<file path="src/port_data_pkg.sv">
// shared types and constants for the bidirectional port data block
// assumes an apb master on the same clock as the block
package port_data_pkg;

	// ************************************************************
	// pin carriers
	// ************************************************************
	// b holds pins 5 down to 2 in bits 3 down to 0
	typedef struct packed {
		logic [21:0] e;
		logic [3:0] b;
		logic [15:0] a;
	} pins_t;

	// two bits per pin, pin n at bits 2n+1:2n
	typedef struct packed {
		logic [43:0] e;
		logic [7:0] b;
		logic [31:0] a;
	} func_t;

	// ************************************************************
	// geometry
	// ************************************************************
	localparam int PA_W = 16;
	localparam int PB_W = 4;
	localparam int PE_W = 22;
	localparam int PIN_W = PA_W + PB_W + PE_W;
	localparam int PB_LSB = 2;
	localparam int PE_HIGH_W = PE_W - 16;
	localparam int ADDR_W = 8;

	// ************************************************************
	// register byte offsets
	// ************************************************************
	localparam logic [7:0] OFS_PORT_A_DATA = 8'h00;
	localparam logic [7:0] OFS_PORT_B_DATA = 8'h04;
	localparam logic [7:0] OFS_PORT_E_DATA_HIGH = 8'h08;
	localparam logic [7:0] OFS_PORT_E_DATA_LOW = 8'h0C;
	localparam logic [7:0] OFS_PORT_A_DIRECTION = 8'h10;
	localparam logic [7:0] OFS_PORT_B_DIRECTION = 8'h14;
	localparam logic [7:0] OFS_PORT_E_DIRECTION_HIGH = 8'h18;
	localparam logic [7:0] OFS_PORT_E_DIRECTION_LOW = 8'h1C;
	localparam logic [7:0] OFS_PORT_A_FUNCTION = 8'h20;
	localparam logic [7:0] OFS_PORT_B_FUNCTION = 8'h24;
	localparam logic [7:0] OFS_PORT_E_FUNCTION_HIGH = 8'h28;
	localparam logic [7:0] OFS_PORT_E_FUNCTION_LOW = 8'h2C;

	// ************************************************************
	// reset values and field codes
	// ************************************************************
	localparam pins_t DATA_RESET = '0;
	localparam pins_t DIR_RESET = '0;
	localparam func_t FUNC_RESET = '0;
	localparam logic [1:0] FUNC_GPIO = 2'h0;
	localparam logic [1:0] FUNC_PROHIBITED = 2'h3;
	// pin 9 and pins 11 to 21 of port e
	localparam logic [21:0] PE_HIGH_CURRENT = 22'h3FFA00;
	localparam int PB_FUNC_LSB = 4;

endpackage

</file>
<file path="src/port_data_regs.sv">
// data, direction and function registers of three bidirectional ports
// assumes apb on REF_CLK; pins and the disable pin are asynchronous
//
// Implementation choices: the APB interface to the registers and the placing of the registers.
`timescale 1ns/1ps
`default_nettype none

module port_data_regs (
	input wire logic REF_CLK,
	input wire logic RESETN,
	input wire logic PSEL,
	input wire logic PENABLE,
	input wire logic PWRITE,
	input wire logic [port_data_pkg::ADDR_W-1:0] PADDR,
	input wire logic [31:0] PWDATA,
	input wire logic [3:0] PSTRB,
	output logic [31:0] PRDATA,
	output logic PREADY,
	output logic PSLVERR,
	input wire port_data_pkg::pins_t PIN_IN,
	output port_data_pkg::pins_t PIN_OUT,
	output port_data_pkg::pins_t PIN_OE,
	input wire port_data_pkg::pins_t ALT_OUT,
	input wire port_data_pkg::pins_t ALT_OE,
	input wire logic OUTPUT_DISABLE_INPUT_N
);
	import port_data_pkg::*;

	// ************************************************************
	// helpers
	// ************************************************************
	function automatic logic [31:0] lane_merge(input logic [31:0] old,
			input logic [31:0] wdat, input logic [3:0] strb);
		logic [31:0] r;
		r = old;
		for (int i = 0; i < 4; i++) begin
			if (strb[i]) begin
				r[i*8 +: 8] = wdat[i*8 +: 8];
			end
		end
		return r;
	endfunction

	// a prohibited code leaves the field as it was
	function automatic logic [31:0] func_merge(input logic [31:0] old,
			input logic [31:0] wdat);
		logic [31:0] r;
		r = old;
		for (int i = 0; i < 16; i++) begin
			if (wdat[i*2 +: 2] != FUNC_PROHIBITED) begin
				r[i*2 +: 2] = wdat[i*2 +: 2];
			end
		end
		return r;
	endfunction

	function automatic logic [15:0] gpio_mask(input logic [31:0] f);
		logic [15:0] r;
		r = '0;
		for (int i = 0; i < 16; i++) begin
			r[i] = (f[i*2 +: 2] == FUNC_GPIO);
		end
		return r;
	endfunction

	// take a new level only once the last two stages agree
	function automatic logic [PIN_W:0] agree(input logic [PIN_W:0] prev,
			input logic [PIN_W:0] s2, input logic [PIN_W:0] s3);
		logic [PIN_W:0] diff;
		diff = s2 ^ s3;
		return (s2 & ~diff) | (prev & diff);
	endfunction

	// ************************************************************
	// state
	// ************************************************************
	pins_t data;
	pins_t dir;
	func_t func;
	logic [PIN_W:0] sync1;
	logic [PIN_W:0] sync2;
	logic [PIN_W:0] sync3;
	logic [PIN_W:0] level;
	pins_t pin_level;
	logic drive_ok;
	pins_t gpio;
	pins_t next_out;
	pins_t next_oe;
	logic [31:0] next_rdata;
	logic next_err;
	logic [31:0] wmerge;
	logic [31:0] wf;
	logic wr;
	logic [ADDR_W-1:0] addr;
	logic answer;
	logic [15:0] gm_a;
	logic [15:0] gm_b;
	logic [15:0] gm_eh;
	logic [15:0] gm_el;

	assign addr = {PADDR[ADDR_W-1:2], 2'h0};
	// a write lands only at the edge that completes the transfer
	assign wr = PSEL & PENABLE & PREADY & PWRITE;
	// answer once, at the edge closing the first access cycle
	assign answer = PSEL & PENABLE & ~PREADY;

	// ************************************************************
	// pin synchroniser
	// ************************************************************
	// the disable pin shares the chain so it is judged like the pins
	always_ff @(posedge REF_CLK or negedge RESETN) begin
		if (!RESETN) begin
			sync1 <= '0;
			sync2 <= '0;
			sync3 <= '0;
		end else begin
			sync1 <= {OUTPUT_DISABLE_INPUT_N, PIN_IN};
			sync2 <= sync1;
			sync3 <= sync2;
		end
	end

	// a level still differing between stages 2 and 3 is not taken yet
	always_ff @(posedge REF_CLK or negedge RESETN) begin
		if (!RESETN) begin
			level <= '0;
		end else begin
			level <= agree(level, sync2, sync3);
		end
	end

	assign pin_level = level[PIN_W-1:0];
	// low level after reset keeps gpio high-current pins floating until seen high; peripheral pins follow ALT_OE
	assign drive_ok = level[PIN_W];

	// ************************************************************
	// data registers
	// ************************************************************
	// reserved bits are never stored, so a stray 1 from software is lost
	always_ff @(posedge REF_CLK or negedge RESETN) begin
		if (!RESETN) begin
			data <= DATA_RESET;
		end else if (wr) begin
			// stored whatever the direction or function
			unique case (addr)
				OFS_PORT_A_DATA: data.a <= wmerge[15:0];
				OFS_PORT_B_DATA: data.b <= wmerge[5:2];
				OFS_PORT_E_DATA_HIGH: data.e[21:16] <= wmerge[5:0];
				OFS_PORT_E_DATA_LOW: data.e[15:0] <= wmerge[15:0];
				default: ;
			endcase
		end
	end

	always_comb begin
		wmerge = '0;
		unique case (addr)
			OFS_PORT_A_DATA: wmerge = lane_merge({16'h0000, data.a},
				PWDATA, PSTRB);
			OFS_PORT_B_DATA: wmerge = lane_merge({26'h0, data.b, 2'h0},
				PWDATA, PSTRB);
			OFS_PORT_E_DATA_HIGH: wmerge = lane_merge({26'h0, data.e[21:16]},
				PWDATA, PSTRB);
			OFS_PORT_E_DATA_LOW: wmerge = lane_merge({16'h0000, data.e[15:0]},
				PWDATA, PSTRB);
			OFS_PORT_A_DIRECTION: wmerge = lane_merge({16'h0000, dir.a},
				PWDATA, PSTRB);
			OFS_PORT_B_DIRECTION: wmerge = lane_merge({26'h0, dir.b, 2'h0},
				PWDATA, PSTRB);
			OFS_PORT_E_DIRECTION_HIGH: wmerge = lane_merge(
				{26'h0, dir.e[21:16]}, PWDATA, PSTRB);
			OFS_PORT_E_DIRECTION_LOW: wmerge = lane_merge(
				{16'h0000, dir.e[15:0]}, PWDATA, PSTRB);
			OFS_PORT_A_FUNCTION: wmerge = lane_merge(func.a, PWDATA, PSTRB);
			OFS_PORT_B_FUNCTION: wmerge = lane_merge(
				{20'h0, func.b, 4'h0}, PWDATA, PSTRB);
			OFS_PORT_E_FUNCTION_HIGH: wmerge = lane_merge(
				{20'h0, func.e[43:32]}, PWDATA, PSTRB);
			OFS_PORT_E_FUNCTION_LOW: wmerge = lane_merge(func.e[31:0],
				PWDATA, PSTRB);
			default: wmerge = '0;
		endcase
	end

	// ************************************************************
	// direction registers
	// ************************************************************
	always_ff @(posedge REF_CLK or negedge RESETN) begin
		if (!RESETN) begin
			dir <= DIR_RESET;
		end else if (wr) begin
			unique case (addr)
				OFS_PORT_A_DIRECTION: dir.a <= wmerge[15:0];
				OFS_PORT_B_DIRECTION: dir.b <= wmerge[5:2];
				OFS_PORT_E_DIRECTION_HIGH: dir.e[21:16] <= wmerge[5:0];
				OFS_PORT_E_DIRECTION_LOW: dir.e[15:0] <= wmerge[15:0];
				default: ;
			endcase
		end
	end

	// ************************************************************
	// function select registers
	// ************************************************************
	// refused codes are dropped field by field, not for the whole word
	assign wf = func_merge(
		(addr == OFS_PORT_A_FUNCTION) ? func.a :
		(addr == OFS_PORT_B_FUNCTION) ? {20'h0, func.b, 4'h0} :
		(addr == OFS_PORT_E_FUNCTION_HIGH) ? {20'h0, func.e[43:32]} :
		func.e[31:0], wmerge);

	always_ff @(posedge REF_CLK or negedge RESETN) begin
		if (!RESETN) begin
			func <= FUNC_RESET;
		end else if (wr) begin
			unique case (addr)
				OFS_PORT_A_FUNCTION: func.a <= wf;
				OFS_PORT_B_FUNCTION: func.b <= wf[11:4];
				OFS_PORT_E_FUNCTION_HIGH: func.e[43:32] <= wf[11:0];
				OFS_PORT_E_FUNCTION_LOW: func.e[31:0] <= wf;
				default: ;
			endcase
		end
	end

	// ************************************************************
	// pin drive
	// ************************************************************
	// masks taken whole, then only the live fields kept
	assign gm_a = gpio_mask(func.a);
	assign gm_b = gpio_mask({24'h0, func.b});
	assign gm_eh = gpio_mask({20'h0, func.e[43:32]});
	assign gm_el = gpio_mask(func.e[31:0]);

	always_comb begin
		gpio.a = gm_a;
		gpio.b = gm_b[3:0];
		gpio.e = {gm_eh[5:0], gm_el};
	end

	always_comb begin
		// peripheral pins follow their function; data bit has no say
		next_out = (gpio & data) | (~gpio & ALT_OUT);
		next_oe = (gpio & dir) | (~gpio & ALT_OE);
		if (!drive_ok) begin
			next_oe.e = next_oe.e & ~(gpio.e & dir.e & PE_HIGH_CURRENT);
		end
	end

	// one register stage keeps the pads glitch free at a cost of a cycle
	always_ff @(posedge REF_CLK or negedge RESETN) begin
		if (!RESETN) begin
			PIN_OUT <= '0;
		end else begin
			PIN_OUT <= next_out;
		end
	end

	always_ff @(posedge REF_CLK or negedge RESETN) begin
		if (!RESETN) begin
			PIN_OE <= '0;
		end else begin
			PIN_OE <= next_oe;
		end
	end

	// ************************************************************
	// read mux
	// ************************************************************
	always_comb begin
		pins_t view;
		// direction and function words read back as stored
		view = (dir & data) | (~dir & pin_level);
		next_rdata = '0;
		next_err = 1'b0;
		unique case (addr)
			OFS_PORT_A_DATA: next_rdata = {16'h0000, view.a};
			OFS_PORT_B_DATA: next_rdata = {26'h0, view.b, 2'h0};
			OFS_PORT_E_DATA_HIGH: next_rdata = {26'h0, view.e[21:16]};
			OFS_PORT_E_DATA_LOW: next_rdata = {16'h0000, view.e[15:0]};
			OFS_PORT_A_DIRECTION: next_rdata = {16'h0000, dir.a};
			OFS_PORT_B_DIRECTION: next_rdata = {26'h0, dir.b, 2'h0};
			OFS_PORT_E_DIRECTION_HIGH: next_rdata = {26'h0, dir.e[21:16]};
			OFS_PORT_E_DIRECTION_LOW: next_rdata = {16'h0000, dir.e[15:0]};
			OFS_PORT_A_FUNCTION: next_rdata = func.a;
			OFS_PORT_B_FUNCTION: next_rdata = {20'h0, func.b, 4'h0};
			OFS_PORT_E_FUNCTION_HIGH: next_rdata = {20'h0, func.e[43:32]};
			OFS_PORT_E_FUNCTION_LOW: next_rdata = func.e[31:0];
			default: next_err = 1'b1;
		endcase
	end

	// ************************************************************
	// apb answer
	// ************************************************************
	// one wait state so read data and ready both leave flip-flops
	always_ff @(posedge REF_CLK or negedge RESETN) begin
		if (!RESETN) begin
			PREADY <= 1'h0;
		end else begin
			PREADY <= answer;
		end
	end

	// read data stands until ready rises again for the next transfer
	always_ff @(posedge REF_CLK or negedge RESETN) begin
		if (!RESETN) begin
			PRDATA <= '0;
		end else if (answer) begin
			PRDATA <= PWRITE ? 32'h00000000 : next_rdata;
		end
	end

	// an unmapped address answers with an error and stores nothing
	always_ff @(posedge REF_CLK or negedge RESETN) begin
		if (!RESETN) begin
			PSLVERR <= 1'h0;
		end else begin
			PSLVERR <= answer & next_err;
		end
	end

endmodule

`default_nettype wire

</file>
<file path="config.mk">
export PLATFORM = sky130hd
export DESIGN_NAME = port_data_regs
export DESIGN_NICKNAME = d
export VERILOG_FILES = /design/src/port_data_pkg.sv /design/src/port_data_regs.sv
export SDC_FILE = /design/constraint.sdc
export NUM_CORES = 1
export LEC_CHECK = 0
export BUFFER_PORTS_ARGS = -buffer_cell sky130_fd_sc_hd__buf_2
export CAP_MARGIN = 0
export CORE_AREA = 2 2 237 239
export DETAILED_ROUTE_END_ITERATION = 8
export DIE_AREA = 0 0 239 241
export GPL_ROUTABILITY_DRIVEN = 0
export GPL_TIMING_DRIVEN = 0
export MAX_ROUTING_LAYER = met4
export PLACE_DENSITY = 0.6
export SYNTH_ARGS = -nofsm -noshare
export SYNTH_HDL_FRONTEND = slang
export SYNTH_SLANG_ARGS = --single-unit
</file>
<file path="constraint.sdc">
create_clock -name REF_CLK -period 2.6 [get_ports REF_CLK]
set_input_delay 0.26 -clock REF_CLK [delete_from_list [all_inputs] [get_ports REF_CLK]]
set_output_delay 0.26 -clock REF_CLK [all_outputs]
set_load 0.05 [all_outputs]
</file>
Yosys cells after proc, flatten, opt, wreduce, memory -nomap -nowiden. Cells that the tools add are included.

$add $sub $neg: 0. Multiply operators: 0. Div/mod/pow operators: 0. Order comparisons: 0. Equal/unequal tests: 27. Shift operators: 0. Multiplexer cells: 51. Bitwise operators: 25. Reduce and logical (&&, ||, !) cells: 56.

Operator list (number): 32-bit one-hot mux with 12 select lines (2); 42-bit bitwise AND (6); 8-bit 2-to-1 mux (27); 32-bit 2-to-1 mux (4); 42-bit bitwise OR (3); 43-bit bitwise AND (2); 2-bit zero test (42); 42-bit NOT (2); 22-bit bitwise AND (2); 43-bit NOT (1); 43-bit bitwise OR (1); 43-bit bitwise XOR (1); 2-bit 2-to-1 mux (16); 2-bit inequality test, second input constant (16); 6-bit by 3-bit equality test with 1-bit output, second input constant (4); 6-bit by 4-bit equality test with 1-bit output, second input constant (4); 2-bit AND reduction (12); 22-bit 2-to-1 mux (1); 22-bit NOT (1); 6-bit by 2-bit equality test with 1-bit output, second input constant (2); 12-bit OR reduction (1); 8-bit zero test (1); 6-bit by 1-bit equality test with 1-bit output, second input constant (1); 1-bit bitwise AND (5); other kinds (2) (2).

Bits in registers: 458. Latch bits: 0. RAM bits: 0. Memory bits (read-only): 0. Input port bits: 176. Output and inout port bits: 118. Word-level logic and storage cells: 184. Memories kept: 0.

Logic depth before layout (Yosys ltp).
Depth after elaboration: 6. Mapped depth: 10. Depth with buffers taken out: 6.

Worst setup path after synthesis. OpenSTA, ideal clock, no wires.

Path kind: register to register. From: register PREADY. To: register func[11] (netlist bit). Library setup time: 0.125 ns. Arrival time: 2.105 ns. Data required time: 2.475 ns. Setup slack: 0.370 ns. Stages on the path, launching flop included: 7. Path buffers: 3. Clock period less this slack: 2.230 ns. Cell sequence: dfrtp_1 and4_1 buf_1 and3_1 clkbuf_1 buf_2 mux2_2.

Word-level cells in the longest chain between the ends: 3.

RTL lines: start, declared (RTL line port_data_regs.sv:18) `output logic PREADY,`; start signal, assigned (RTL line port_data_regs.sv:301) `PREADY <= answer;`; 1-bit bitwise AND (2 in series) (RTL line port_data_regs.sv:103) `assign wr = PSEL & PENABLE & PREADY & PWRITE;`; 2-bit AND reduction (no line); end, declared (RTL line port_data_regs.sv:79) `func_t func;`.

No other way between the ends. A chain may end at the register's enable or synchronous reset.

Worst setup path after layout.
From: input PADDR[3] (netlist bit). To: register PRDATA[2].

Word-level cells in the longest chain between the ends: 3. Elaborated cells between the ends (all ways): 14. Classes of those cells: eq/ne (11); mux (2); reduce/logical (1).

RTL lines: start, declared (RTL line port_data_regs.sv:14) `input wire logic [port_data_pkg::ADDR_W-1:0] PADDR,`; 6-bit by 4-bit equality test with 1-bit output, or another cell as far along (RTL line port_data_regs.sv:276) `unique case (addr)`; 32-bit one-hot mux with 12 select lines * (RTL line port_data_regs.sv:276); 32-bit 2-to-1 mux * (RTL line port_data_regs.sv:310) `PRDATA <= PWRITE ? 32'h00000000 : next_rdata;`; end signal, assigned (RTL line port_data_regs.sv:310); end, declared (RTL line port_data_regs.sv:17) `output logic [31:0] PRDATA,`.

Mark *: on every way between the ends. The rest lies on a longest branch, timed or not.

==> impl_metrics.toml <==
[die]
fp-row-count = 86
pin_count = 294
die_y_um = 241
die_w_um = 239
start_util = 0.348
die_area_um2 = 57600
coreArea_um2 = 54900

[clocking]
numCtsBuffers = 52
insertion_delay_ns = 0.60
clkTransAtPathRegs_ns = 0.06
cts_sinks = 458
cts_setup_buffers = 0
clockBufferDepth = 3
clockRootBuffer = "clkbuf_16"
ctsHtreeMaxLevel = 2
cts_tree = "built"

[grt]
grt_max_degree = 118
grt_antenna_before_repair = 1
grt_overflow = 0
track_usage = 0.256
grt_pass1_vias = 15900
grt_pass1_wl_mm = 104

[cells_and_area]
nNetsFinal = 2263
final_cell_count_no_fill = 2828
final_area_um2 = 24600
drive_gt1_frac = 0.270
fin_util = 0.447
mostFrequentLayoutCells = "dfrtp_1 (458), buf_2 (309), nand2_1 (200)"
final_common_cell = "dfrtp_1"
syn2layout_area_growth_pct = 28.7

[logic_synthesis]
yosys_warnings = 0
synth-seq-area-share = 0.601
netlist_area_um2 = 19100
synthArstFlopShare = 1.00
ys.flop_type = "dfrtp_1"
postSynthAreaPerCell_um2 = 11.8
synth-seq-cells = 458
synth-edff-count = 0
synth.area.top_cells = "dfrtp_1 (60%), mux2_2 (6.6%), nand2_1 (4.0%), o21ai_0 (3.7%), a22o_1 (2.4%)"
syn_nets = 1788
synth.distinct_cells = 89
synthCells = 1612
netlist.top_cell.by_area = "dfrtp_1"
yosysTopAreaCellShare = 0.601

[power_and_ir_drop]
ir_worst_vdd_uv = 423
powerDensity_nw_per_um2 = 648
power.leakage_nw = 11.4

[sta]
fmax_mhz = 387
relSlewSlack = 0.183
post-route-period-util = 0.994
drv_slew = 0
period_needed_ns = 2.58
finalSetupViolCount = 0
hold_viol_final = 0
tns_ns = 0
fin_worst_skew_ns = 0.0391
rsz0062_at_grt = "no"
tightest_slew_ns = 1.22

[route]
wl_mm = 71.8
viasPerCell = 5.62
vias = 15900
drcViolationCount = 0
drt_iter0_markers = 1866
firstDrtPassIters = 6
wl_per_cell_um = 25.4
ant_nets = 0

[placed_design]
dp.cells = 2610
port_buffers = 290
post_dp_cell_area_um2 = 21500
dpl.hpwl_mm = 50.8

[run_status]
outcome = "finished, final reports clean"

[min_path]
hold_path_class = "in -> reg"

[job]
cap_violations = 0

[critical_path]
required_ns = 3.12
path_max_fanout = 10
critPathLaunchType = "input port"
path_class = "in -> reg"
worstPathArrival_ns = 3.10
endpoint_kind = "flop"
[through the flow]
| step | power (mW) | hold slack, ns | setup slack (ns) |
|---|---|---|---|
| after floorplan | 7.95 | -0.0356 | 0.370 |
| after global placement | 8.47 | 0.335 | -7.80 |
| after detailed placement | 8.51 | 0.266 | -0.753 |
| after CTS | 16.1 | 0.0689 | 0.0481 |
| after global routing | 16.5 | 0.110 | 0.00776 |
| final | 15.9 | 0.105 | 0.0154 |
[routing by layer]
layer / wire [um] / GRT usage / vias to the layer above
met5: 0 / - / -
met4: 3100 / 0.106 / 0
met3: 6630 / 0.0583 / 200
met2: 32300 / 0.380 / 931
met1: 29800 / 0.337 / 7922
li1: - / - / 6853
[worst paths after layout]
| check | from | end | slack [ns] | cells after the start |
|---|---|---|---|---|
| worst max register to register | PREADY$_DFF_PN0_ | func[22]$_DFFE_PN0P_ | 0.05 | 6 |
| worst max-delay path | PADDR[3] | PRDATA[2]$_DFFE_PN0P_ | 0.02 | 10 |
| min in group asynchronous | RESETN | sync2[14]$_DFF_PN0_ | 0.21 | 2 |
| max in group asynchronous | RESETN | PIN_OUT[40]$_DFF_PN0_ | 0.57 | 5 |
| worst min-delay path | PWDATA[4] | func[32]$_DFFE_PN0P_ | 0.10 | 5 |
| worst min register to register | sync1[12]$_DFF_PN0_ | sync2[12]$_DFF_PN0_ | 0.32 | 0 |
[registers in the layout (all words and copies together), names as in the netlist, 32 cells and up, named ones only]
register  cells
PIN_OE       42
data         42
PRDATA       32
sync3        43
PIN_OUT      42
sync2        43
sync1        43
dir          42
func         84
[critical path: stages]
cell,delay [ns]
buf_2,0.13
buf_4,0.19
nor4_2,0.51
buf_6,0.23
buf_2,0.28
nand2_1,0.57
o22ai_1,0.37
a21oi_1,0.09
nand3_1,0.28
a22o_1,0.17
[what timing repair did]
item	in CTS	in global routing
hold buffers	128	0
setup endpoints to repair	25	35
hold endpoints to repair	194	0
gates resized for setup	3	18
[cell families after synthesis]
logic type,after synthesis,synth area share
flops,458,0.601
compound gates,430,0.158
simple gates,425,0.108
mux,142,0.0818
buf+inv,111,0.0284
fa+ha+maj,45,0.0236
xor+xnor,1,0.000459
[where the power goes]
part / switching, mW / total, mW / internal, mW
registers: 0.127 / 7.45 / 7.33
clock network: 3.00 / 7.37 / 4.38
logic: 0.649 / 1.09 / 0.444
[layout make-up]
type	count	area, um2
diodes	1	2.50
plain buffers	95	493
clock buffers	72	1490
clock inverters	18	220
fillers	5086	30300
inverters	15	56.3
multi-input cells	1043	7100
flip-flops and latches	458	11500
well taps	704	881
repair buffers	422	2850
[Yosys cell counts (all sizes together) (3+ instances only)]
library cell  count
nor4              3
nand3            35
a311oi            3
mux2i            31
nand2           201
mux2            111
a211o             5
nor4b             4
a222oi            3
nor2             75
clkbuf           50
nand3b            7
nor3b             4
buf              46
nand2b           24
a22o             53
o41ai            10
a21o              6
o21bai            5
nor3             19
o22ai            12
nor2b             9
o2111ai           5
a221o             8
a41oi             5
o2bb2ai           3
maj3             45
o221ai            6
a32o              5
a21oi            46
a32oi             4
a31oi            12
o211ai            5
a221oi           14
dfrtp           458
a22oi            11
and3             19
inv              15
a211oi            8
nand4             7
or2               3
o31ai            34
o21ai           150
(Power assumes the default switching activity.)
